## src/fcs_defines.vh

```
// Constants for the flash command sequencer.
`ifndef FCS_DEFINES_VH
`define FCS_DEFINES_VH

`define FCS_CLK_MHZ 10
`define FCS_UNLOCK_ADDR1 16'h4555
`define FCS_UNLOCK_ADDR2 16'h4aaa
`define FCS_SEC_PROG_ADDR 16'h4f7f
`define FCS_DATA_UNLOCK1 8'haa
`define FCS_DATA_UNLOCK2 8'h55
`define FCS_CMD_PROGRAM 8'ha0
`define FCS_CMD_ERASE 8'h80
`define FCS_CMD_SEC_PROG 8'ha5
`define FCS_CMD_CHIP_ERASE 8'h10
`define FCS_CMD_SECTOR_ERASE 8'h30
`define FCS_DATA_SEC_PROG 8'h00
`define FCS_SEQ_ENABLE 4'h3
`define FCS_SEQ_DISABLE 4'hc
`define FCS_TOGGLE_BIT 6
`define FCS_SECTOR_MSB 15
`define FCS_SECTOR_LSB 12
`define FCS_PROG_TIME_US 40
`define FCS_PROG_CYCLES (`FCS_PROG_TIME_US * `FCS_CLK_MHZ)
`define FCS_ERASE_TIME_MS 30
`define FCS_ERASE_CYCLES (`FCS_ERASE_TIME_MS * 1000 * `FCS_CLK_MHZ)
`define FCS_OP_PROGRAM 2'h0
`define FCS_OP_CHIP 2'h1
`define FCS_OP_SECTOR 2'h2
`define FCS_OP_SECURITY 2'h3

`endif

```

## src/fcs_flash_sequencer.v

```verilog
// Flash command sequencer between the CPU bus and the flash array macro.
//
// Overview of operation
// - Invert toggle bit per read while busy.
// - First status read after start returns one.
// - Block array reads and fetches while busy.
// - Byte reads in one transfer, byte programming.
// - Erase whole array or one 4-kbyte sector.
// - Sequences accepted only after enable code 0011.
// - Code 1100 blocks further sequences.
// - Six-write chip erase sequence ending 10.
// - Four-write byte program sequence.
// - Boot loader already stopped the watchdog.
// - Sector erase ends 30 at sector address.
// - Byte program finishes within 40 microseconds.
`timescale 1ns/1ns
`default_nettype none
`include "fcs_defines.vh"

module fcs_flash_sequencer
#(
  parameter [18:0] ERASE_CYCLES = `FCS_ERASE_CYCLES
)
(
  // Clock and reset.
  input wire clk,
  input wire nrst,
  // CPU bus toward the flash area.
  input wire bus_rd,
  input wire bus_wr,
  input wire [15:0] bus_addr,
  input wire [7:0] bus_wdata,
  output reg [7:0] bus_rdata,
  output reg bus_rvalid,
  output reg busy,
  // Command-sequence enable field of the flash control register.
  input wire [3:0] command_sequence_enable_field,
  // Flash array macro.
  input wire [7:0] macro_rdata,
  output reg [15:0] macro_addr,
  output reg [7:0] macro_wdata,
  output reg macro_rd,
  output reg macro_prog,
  output reg macro_chip_erase,
  output reg macro_sector_erase,
  output reg macro_sec_prog,
  output reg [3:0] macro_sector
);

  // ********************************************************
  // Constants and states.
  // ********************************************************
  localparam [18:0] PROG_CYCLES = `FCS_PROG_CYCLES;
  localparam [8:0] S_IDLE = 9'h001;
  localparam [8:0] S_UNL1 = 9'h002;
  localparam [8:0] S_UNL2 = 9'h004;
  localparam [8:0] S_ERS3 = 9'h008;
  localparam [8:0] S_ERS4 = 9'h010;
  localparam [8:0] S_ERS5 = 9'h020;
  localparam [8:0] S_PGM = 9'h040;
  localparam [8:0] S_SEC = 9'h080;
  localparam [8:0] S_BUSY = 9'h100;

  // Checks one bus write against an expected address and data.
  function wr_match;
    input [15:0] addr;
    input [7:0] data;
    input [15:0] exp_addr;
    input [7:0] exp_data;
    begin
      wr_match = (addr == exp_addr) && (data == exp_data);
    end
  endfunction

  // ********************************************************
  // Reset release.
  // ********************************************************
  reg rst_sync1;
  reg rst_n;

  always @(posedge clk or negedge nrst)
  begin
    if (!nrst)
    begin
      rst_sync1 <= 1'b0;
      rst_n <= 1'b0;
    end
    else
    begin
      rst_sync1 <= 1'b1;
      rst_n <= rst_sync1;
    end
  end

  // ********************************************************
  // Sequence state machine.
  // ********************************************************
  reg [8:0] state;
  reg [8:0] next_state;
  reg cmd_en;
  reg start;
  reg [1:0] next_op;
  reg [18:0] timer;
  reg toggle;
  reg rd_pend;
  reg rd_status;
  wire wr_ok;

  assign wr_ok = bus_wr && cmd_en;

  always @*
  begin
    next_state = state;
    start = 1'b0;
    next_op = `FCS_OP_PROGRAM;
    case (state)
      S_IDLE:
        if (wr_ok)
        begin
          if (wr_match(bus_addr, bus_wdata, `FCS_UNLOCK_ADDR1,
                       `FCS_DATA_UNLOCK1))
            next_state = S_UNL1;
        end
      S_UNL1:
        if (wr_ok)
        begin
          if (wr_match(bus_addr, bus_wdata, `FCS_UNLOCK_ADDR2,
                       `FCS_DATA_UNLOCK2))
            next_state = S_UNL2;
          else
            next_state = S_IDLE;
        end
      S_UNL2:
        if (wr_ok)
        begin
          if (wr_match(bus_addr, bus_wdata, `FCS_UNLOCK_ADDR1,
                       `FCS_CMD_PROGRAM))
            next_state = S_PGM;
          else if (wr_match(bus_addr, bus_wdata, `FCS_UNLOCK_ADDR1,
                            `FCS_CMD_ERASE))
            next_state = S_ERS3;
          else if (wr_match(bus_addr, bus_wdata, `FCS_UNLOCK_ADDR1,
                            `FCS_CMD_SEC_PROG))
            next_state = S_SEC;
          else
            next_state = S_IDLE;
        end
      S_ERS3:
        if (wr_ok)
        begin
          if (wr_match(bus_addr, bus_wdata, `FCS_UNLOCK_ADDR1,
                       `FCS_DATA_UNLOCK1))
            next_state = S_ERS4;
          else
            next_state = S_IDLE;
        end
      S_ERS4:
        if (wr_ok)
        begin
          if (wr_match(bus_addr, bus_wdata, `FCS_UNLOCK_ADDR2,
                       `FCS_DATA_UNLOCK2))
            next_state = S_ERS5;
          else
            next_state = S_IDLE;
        end
      S_ERS5:
        if (wr_ok)
        begin
          if (wr_match(bus_addr, bus_wdata, `FCS_UNLOCK_ADDR1,
                       `FCS_CMD_CHIP_ERASE))
          begin
            next_state = S_BUSY;
            start = 1'b1;
            next_op = `FCS_OP_CHIP;
          end
          else if (bus_wdata == `FCS_CMD_SECTOR_ERASE)
          begin
            next_state = S_BUSY;
            start = 1'b1;
            next_op = `FCS_OP_SECTOR;
          end
          else
            next_state = S_IDLE;
        end
      S_PGM:
        if (wr_ok)
        begin
          next_state = S_BUSY;
          start = 1'b1;
          next_op = `FCS_OP_PROGRAM;
        end
      S_SEC:
        if (wr_ok)
        begin
          if (wr_match(bus_addr, bus_wdata, `FCS_SEC_PROG_ADDR,
                       `FCS_DATA_SEC_PROG))
          begin
            next_state = S_BUSY;
            start = 1'b1;
            next_op = `FCS_OP_SECURITY;
          end
          else
            next_state = S_IDLE;
        end
      S_BUSY:
        if (timer == 19'h00000)
          next_state = S_IDLE;
      default:
        next_state = S_IDLE;
    endcase
    if (!cmd_en && (state != S_BUSY))
      next_state = S_IDLE;
  end

  // ********************************************************
  // Enable latch, operation timer and macro strobes.
  // ********************************************************
  always @(posedge clk or negedge rst_n)
  begin
    if (!rst_n)
    begin
      state <= S_IDLE;
      cmd_en <= 1'b0;
      timer <= 19'h00000;
      busy <= 1'b0;
      macro_prog <= 1'b0;
      macro_chip_erase <= 1'b0;
      macro_sector_erase <= 1'b0;
      macro_sec_prog <= 1'b0;
      macro_sector <= 4'h0;
      macro_wdata <= 8'h00;
    end
    else
    begin
      state <= next_state;
      if (command_sequence_enable_field == `FCS_SEQ_ENABLE)
        cmd_en <= 1'b1;
      else if (command_sequence_enable_field == `FCS_SEQ_DISABLE)
        cmd_en <= 1'b0;
      macro_prog <= start && (next_op == `FCS_OP_PROGRAM);
      macro_chip_erase <= start && (next_op == `FCS_OP_CHIP);
      macro_sector_erase <= start && (next_op == `FCS_OP_SECTOR);
      macro_sec_prog <= start && (next_op == `FCS_OP_SECURITY);
      busy <= (next_state == S_BUSY);
      if (start)
      begin
        macro_wdata <= bus_wdata;
        macro_sector <= bus_addr[`FCS_SECTOR_MSB:`FCS_SECTOR_LSB];
        if ((next_op == `FCS_OP_PROGRAM) || (next_op == `FCS_OP_SECURITY))
          timer <= PROG_CYCLES - 19'h00001;
        else
          timer <= ERASE_CYCLES - 19'h00001;
      end
      else if (timer != 19'h00000)
        timer <= timer - 19'h00001;
    end
  end

  // ********************************************************
  // Read path and toggle status.
  // ********************************************************
  always @(posedge clk or negedge rst_n)
  begin
    if (!rst_n)
    begin
      macro_addr <= 16'h0000;
      macro_rd <= 1'b0;
      rd_pend <= 1'b0;
      rd_status <= 1'b0;
      toggle <= 1'b1;
      bus_rdata <= 8'h00;
      bus_rvalid <= 1'b0;
    end
    else
    begin
      rd_pend <= bus_rd;
      rd_status <= bus_rd && (state == S_BUSY);
      macro_rd <= bus_rd && (state != S_BUSY);
      if (start)
        macro_addr <= bus_addr;
      else if (bus_rd && (state != S_BUSY))
        macro_addr <= bus_addr;
      if (start)
        toggle <= 1'b1;
      else if (bus_rd && (state == S_BUSY))
        toggle <= ~toggle;
      bus_rvalid <= rd_pend;
      if (rd_pend)
      begin
        if (rd_status)
        begin
          bus_rdata <= 8'h00;
          bus_rdata[`FCS_TOGGLE_BIT] <= ~toggle;
        end
        else
          bus_rdata <= macro_rdata;
      end
    end
  end

endmodule

`default_nettype wire

```

## config.mk

```make
export PLATFORM = sky130hd
export DESIGN_NAME = fcs_flash_sequencer
export DESIGN_NICKNAME = d
export VERILOG_FILES = /design/src/fcs_flash_sequencer.v
export VERILOG_INCLUDE_DIRS = /design/src /design/src/src
export SDC_FILE = /design/constraint.sdc
export NUM_CORES = 1
export LEC_CHECK = 0
export ABC_AREA = 1
export BUFFER_PORTS_ARGS = -buffer_cell sky130_fd_sc_hd__buf_2
export CORE_MARGIN = 8
export CORE_UTILIZATION = 50
export CTS_BUF_LIST = sky130_fd_sc_hd__clkbuf_16
export CTS_CLUSTER_DIAMETER = 120
export DETAILED_ROUTE_END_ITERATION = 8
export HOLD_SLACK_MARGIN = 0.08
export PLACE_DENSITY = 0.75
export SKIP_LAST_GASP = 1
export SLEW_MARGIN = 20
export SYNTH_ARGS = -nofsm -noshare
export SYNTH_HDL_FRONTEND = slang
export SYNTH_SLANG_ARGS = --single-unit
```

## constraint.sdc

```tcl
create_clock -name clk -period 2.21 [get_ports clk]
set_clock_uncertainty 0.05 [all_clocks]
set_input_delay 0.442 -clock clk [delete_from_list [all_inputs] [get_ports clk]]
set_output_delay 0.442 -clock clk [all_outputs]
set_load 0.01 [all_outputs]
```

==> qor.yml, run 1 <==
slowest_stage: "dfstp_2"
cts_tree: "built"
dp_hpwl_um: 8680
rsz0062_at_grt: "false"
syn_to_final_growth_pct: 22.9
synth_warnings: 0
fin_crit_ns: 2.04
setup_viol: 0
maxSlewViolCount: 0
required_ns: 2.35
num_io_pins: 83
antenna_found_initial: 0
fin_crit_sh_pct: 92.4
peakVddDrop_mv: 0.397
hold_path.class: "input port to flip-flop"
final_common_cell: "nand2_1"
p_switching_uw: 842
setup.worst_path.class: "flip-flop to flip-flop"
drive_gt1_share_pct: 26.4
final_core_util_pct: 62.4
fp.dieArea_um2: 11900
grt_use_total_pct: 19.2
ys_types: 38
pwr-share-comb_pct: 9.8
start_util_pct: 50.7
multiInputGateArea_um2: 1990
num_rows: 34
stdcell_count: 801
power_density_nw_per_um2: 599
post-place-cells: 784
seq_area_um2: 1930
insertion_delay_ns: 0.33
critPathArrivalTime_ns: 2.18
gp_congestion: 0.902
cts_root_buf: "clkbuf_16"
postCtsSetupBuffers: 0
port-buffer-count: 82
grt_overflow_total: 0
fin_setup_tns_ns: 0
status: "complete, no violations"
netlist_area_um2: 4340
die_height_um: 109
fin_nets: 733
clock_sinks: 77
switching_share_pct: 26.4
grt_pass1_wl_um: 18300
fillCellCount: 774
maxSlewHeadroom_pct: 62.9
grt_max_degree: 44
hold_viol_final: 0
wl_um: 10900
path_cells: "nor2_4, nand3_2, buf_4, nor2_2, buf_4, nand3_2, nand2_2, nand2_4, nand2_8, inv_6, o211ai_1"
via_per_inst: 4.96
syn-num-nets: 617
ys_ff_latch: 77
max_freq_mhz: 490
ys_seq_area_share_pct: 44.5
cts_buffers: 9
core_area_um2: 8550
seqPwrFrac_pct: 46.5
p_clk_share_pct: 43.7
clkTransAtPathRegs_ns: 0.06
dr.pass1.iters: 5
syn_inst: 572
p_int_uw: 2350
worst_path_largest_cell_delay_ns: 0.59
die_w_um: 109
layout_common_cells: "nand2_1, nor2_1, inv_1, buf_2, dfrtp_1"
p_leak_uw: 0.00273
wl_per_cell_um: 13.6
syn_area_per_cell_um2: 7.59
cp_max_fo: 34
vias: 3974
ant_nets: 0
cpLargestDelayFamily: "flip-flops"
h-tree-depth: 3
post-route-drc-count: 0
critPathBufInv: 3
tightest_slew_ns: 0.557
diodes: 0
critPathLaunchType: "flip-flop"
clockBufferDepth: 2
maxCapViolCount: 0
first_global_vias: 3950
cp-end-kind: "flip-flop"
drtIter0Drc: 155
## cells by family after synthesis
family | after synthesis | synth area share [%]
buffers and inverters | 100 | 9.89
AOI/OAI and AO/OA | 69 | 9.17
xor gates and xnor gates | 8 | 1.61
adders and majority gates | 5 | 1.44
and+or+nand+nor | 312 | 33.3
DFF | 77 | 44.5
other | 1 | 0.0864
## flip-flops by register name (all words and copies together), names as in the netlist, 4 cells and up
signal	count
macro_sector	4
timer	19
bus_rdata	8
macro_addr	16
state	9
macro_wdata	8
## Yosys cell counts (all sizes together)
cell    instances  area share [%]
xnor2           2            0.40
conb            1           0.086
dfrtp          75              43
nor4            1            0.14
o31ai           1            0.17
nor3b           1            0.29
nand3b          2            0.35
nand2         136              13
nand3          52             6.6
o211ai          4            0.69
nand4          11             1.6
clkinv          2            0.17
or2             3            0.43
nor3           10             1.5
buf             7             1.7
xor2            6             1.2
nor2           96             9.2
dfstp           2             1.2
a21oi          19             2.2
a32o            1            0.23
ha              5             1.4
clkbuf          1           0.086
inv            90             7.9
o21ai          43             5.7
o22ai           1            0.14
## stage by stage
stage,area (um2),total power [uW],setup slack [ns],hold slack (ns)
after floorplan,4340,1670,0.110,0.0964
after global placement,5030,1820,0.0371,0.177
after detailed placement,5030,1830,-0.0126,0.180
after CTS,5330,3220,0.103,0.206
after global routing,5330,3330,0.00305,0.198
final,5330,3190,0.167,0.208
## path summary, 6_finish.rpt
check,start,end,slack (ns),cells after the start
max,state[0]$_DFF_PN1_,timer[1]$_DFFE_PN0P_,0.17,11
min,bus_rd,rd_pend$_DFF_PN0_,0.21,1
max reg2reg,state[0]$_DFF_PN1_,timer[1]$_DFFE_PN0P_,0.17,11
min reg2reg,rst_n$_DFF_PN0_,macro_addr[11]$_DFFE_PN0P_,0.24,1
max in group asynchronous,rst_n$_DFF_PN0_,bus_rvalid$_DFF_PN0_,1.42,1
min in group asynchronous,rst_n$_DFF_PN0_,macro_addr[11]$_DFFE_PN0P_,0.24,1
## cell type report
cell class | count | share of cell area (%)
Sequential cell | 77 | 36.2
Inverter | 92 | 6.57
Clock inverter | 7 | 1.13
Timing Repair Buffer | 113 | 12.1
Tap cell | 108 | 2.53
Multi-Input combinational cell | 395 | 37.2
Clock buffer | 9 | 4.22
## power by group through the flow
stage          clock network (uW)  logic, uW  registers [uW]
2_1_floorplan                   0        118            1550
5_1_grt                      1480        352            1490
3_5_place_dp                    0        316            1510
6_report                     1400        312            1490
3_3_place_gp                    0        308            1510
4_1_cts                      1420        318            1490
## worst reg2reg max path, delay by kind of cell (launching register included)
kind                   cells  cell delay [ns]
buffers and inverters      3             0.53
flip-flops                 1             0.59
AND/OR/NAND/NOR            7             0.57
AO/OA/AOI/OAI              1             0.15
## per-layer routing
| metal | up-vias | track usage, % | part of all wire, % |
|---|---|---|---|
| met5 | - | 0 | 0 |
| met4 | 0 | 4.30 | 1.1 |
| met3 | 10 | 4.26 | 5.0 |
| met2 | 82 | 33.4 | 49 |
| met1 | 1844 | 23.7 | 45 |
| li1 | 2038 | - | - |
## timing repair
| action | CTS | global route |
|---|---|---|
| endpoints found under the hold margin | 2 | 0 |
| hold buffers | 1 | 0 |
| gates resized for setup | 0 | 3 |
| endpoints found under the setup margin | 0 | 7 |
Power figures use the tool's default switching activity.
==> run 2: changes to the inputs <==
--- a/config.mk
+++ b/config.mk
@@ -8,13 +8,14 @@
 export LEC_CHECK = 0
 export ABC_AREA = 1
 export BUFFER_PORTS_ARGS = -buffer_cell sky130_fd_sc_hd__buf_2
-export CORE_MARGIN = 8
+export CORE_MARGIN = 1.5
 export CORE_UTILIZATION = 50
 export CTS_BUF_LIST = sky130_fd_sc_hd__clkbuf_16
 export CTS_CLUSTER_DIAMETER = 120
 export DETAILED_ROUTE_END_ITERATION = 8
 export HOLD_SLACK_MARGIN = 0.08
 export PLACE_DENSITY = 0.75
+export SKIP_CTS_REPAIR_TIMING = 1
 export SKIP_LAST_GASP = 1
 export SLEW_MARGIN = 20
 export SYNTH_ARGS = -nofsm -noshare
==> run 2 against run 1 <==
Cell count is the same; sequential power is essentially flat; critical path depth is the same; largest cell class unchanged; design area grew 0.99%; flip-flop and latch count is the same; via count grew 4.1%; critical endpoint is now macro_addr[14]$_DFFE_PN0P_; power grew 3.4%; largest power group unchanged; combinational power is essentially flat.
==> qor.yml, run 2 (same netlist as run 1, synthesis figures left out) <==
final_core_util_pct: 64.9  # +2.5 points
required_ns: 2.36  # about the same
pwr-share-comb_pct: 9.5  # -0.3 points
power_density_nw_per_um2: 613  # +2.4%
grt_max_degree: 35  # -20%
via_per_inst: 5.16  # +4.1%
clock_sinks: 77  # unchanged
antenna_found_initial: 0  # unchanged
cpLargestDelayFamily: "simple AND/OR/NAND/NOR gates"
crit_cells: 11  # unchanged
core_area_um2: 8300  # -2.9%
top_regs: "timer (19), macro_addr (16), state (9)"
cts_root_buf: "clkbuf_16"
cp_max_fo: 32  # -5.9%
critPathLaunchType: "flip-flop"
grt_pass1_wl_um: 18700  # +1.9%
setup.worst_path.class: "flip-flop to flip-flop"
status: "complete, no violations"
num_rows: 33  # -2.9%
maxSlewHeadroom_pct: 56.8  # -6.1 points
setup_viol: 0  # unchanged
diodes: 0  # unchanged
tightest_slew_ns: 0.648  # +0.0912 ns
slowest_stage: "dfstp_2"
insertion_delay_ns: 0.34  # about the same
syn_to_final_growth_pct: 24.1
hold_path.class: "input port to flip-flop"
gp_congestion: 0.924  # +2.4%
path_cells: "nor2_4, nand3_2, buf_4, nor2_2, buf_4, nand3_2, nand2_2, nand2_4, nand3_4, nand2_1, o21ai_1"
largest_reg_flops: 19  # unchanged
maxCapViolCount: 0  # unchanged
seqPwrFrac_pct: 45.3  # -1.2 points
grt_overflow_total: 0  # unchanged
die_height_um: 96.2  # -12%
p_clk_share_pct: 45.2  # +1.5 points
post-route-drc-count: 0  # unchanged
worst_path_largest_cell_delay_ns: 0.60  # about the same
fin_crit_sh_pct: 95.0  # +2.6 points
p_leak_uw: 0.00278  # +1.5%
fin_setup_tns_ns: 0  # unchanged
first_global_vias: 4102  # +3.8%
fp.dieArea_um2: 9250  # -22%
final_common_cell: "nand2_1"
start_util_pct: 52.3  # +1.5 points
cp-end-kind: "flip-flop"
h-tree-depth: 3  # unchanged
ant_nets: 0  # unchanged
fillCellCount: 710  # -8.3%
p_int_uw: 2460  # +4.6%
layout_common_cells: "nand2_1, nor2_1, inv_1, buf_2, dfrtp_1"
fin_crit_ns: 2.10  # +0.0578 ns
whs_path_depth: 1  # unchanged
hold_viol_final: 0  # unchanged
maxSlewViolCount: 0  # unchanged
clkTransAtPathRegs_ns: 0.06  # about the same
wl_per_cell_um: 13.8  # +1.4%
num_io_pins: 83  # unchanged
switching_share_pct: 25.5  # -0.90 points
grt_use_total_pct: 26.6  # +7.3 points
fin_nets: 736  # +0.41%
die_w_um: 96.2  # -12%
wl_um: 11100  # +1.4%
p_switching_uw: 841  # -0.12%
critPathBufInv: 2  # -1
drive_gt1_share_pct: 27.0  # +0.60 points
cts_buffers: 9  # unchanged
critPathArrivalTime_ns: 2.25  # +0.07 ns
vias: 4137  # +4.1%
top_register: "timer"
worst_r2r_path_depth: 11  # unchanged
drtIter0Drc: 164  # +5.8%
port-buffer-count: 82  # unchanged
cts_tree: "built"
dp_hpwl_um: 8320  # -4.1%
peakVddDrop_mv: 0.486  # +22%
clockBufferDepth: 2  # unchanged
dr.pass1.iters: 7  # +2
max_freq_mhz: 476  # -2.8%
==> run 2: cell types whose count changed in the layout (fill, tap and decap cells not counted), sizes merged <==
cell / change
clkinv: +2
bufinv: +1
clkinvlp: -2
inv: -1
buf: +3
==> run 2: worst register-to-register path, stage by stage (launching register included) <==
cell and delay, ns:
dfstp_2 0.60, nor2_4 0.06, nand3_2 0.09, buf_4 0.14
nor2_2 0.05, buf_4 0.15, nand3_2 0.08, nand2_2 0.06
nand2_4 0.13, nand3_4 0.30, nand2_1 0.17, o21ai_1 0.10
==> run 2: layer usage <==
layer  global-route usage [%]  wire [um]  vias up
met3                     4.98        677       29
li1                         -          -     2041
met1                     33.0       4710     1904
met2                     44.7       5360      163
met4                     12.0        328        0
met5                        0          0        -
==> run 2: power by group through the flow <==
stage / Sequential [uW] / Combinational (uW) / Clock (uW)
floorplan: 1550 / 118 / 0
global placement: 1520 / 305 / 0
detailed placement: 1520 / 310 / 0
CTS: 1500 / 312 / 1510
global route: 1500 / 353 / 1580
finish: 1500 / 312 / 1490
==> run 2: layout make-up <==
cell class,count,area [um2],share of cell area (%)
Multi-Input combinational cell,395,1990,37.0
Sequential cell,77,1930,35.9
Timing Repair Buffer,116,681,12.6
Inverter,92,350,6.51
Clock buffer,9,225,4.18
Tap cell,105,131,2.44
Clock inverter,7,73.8,1.37
==> run 2: final timing paths <==
path	start	to	slack, ns
setup reg to reg	state[0]$_DFF_PN1_	macro_addr[14]$_DFFE_PN0P_	0.11
hold / removal	bus_rd	rd_pend$_DFF_PN0_	0.23
min in group asynchronous	rst_n$_DFF_PN0_	state[8]$_DFF_PN0_	0.25
hold reg to reg	rst_n$_DFF_PN0_	state[8]$_DFF_PN0_	0.25
setup / recovery	state[0]$_DFF_PN1_	macro_addr[14]$_DFFE_PN0P_	0.11
max in group asynchronous	rst_n$_DFF_PN0_	timer[0]$_DFFE_PN0P_	1.18
==> run 2: stage by stage <==
stage               instances  power [uW]  hold slack, ns  worst slack [ns]  cell area (um2)
finish                    801        3300           0.229             0.110             5390
global placement          784        1820           0.177            0.0410             5060
CTS                       800        3320          -0.182             0.109             5360
floorplan                 572        1670          0.0964             0.110             4340
global route              801        3430           0.220          -0.00501             5390
detailed placement        784        1830           0.178           -0.0212             5060
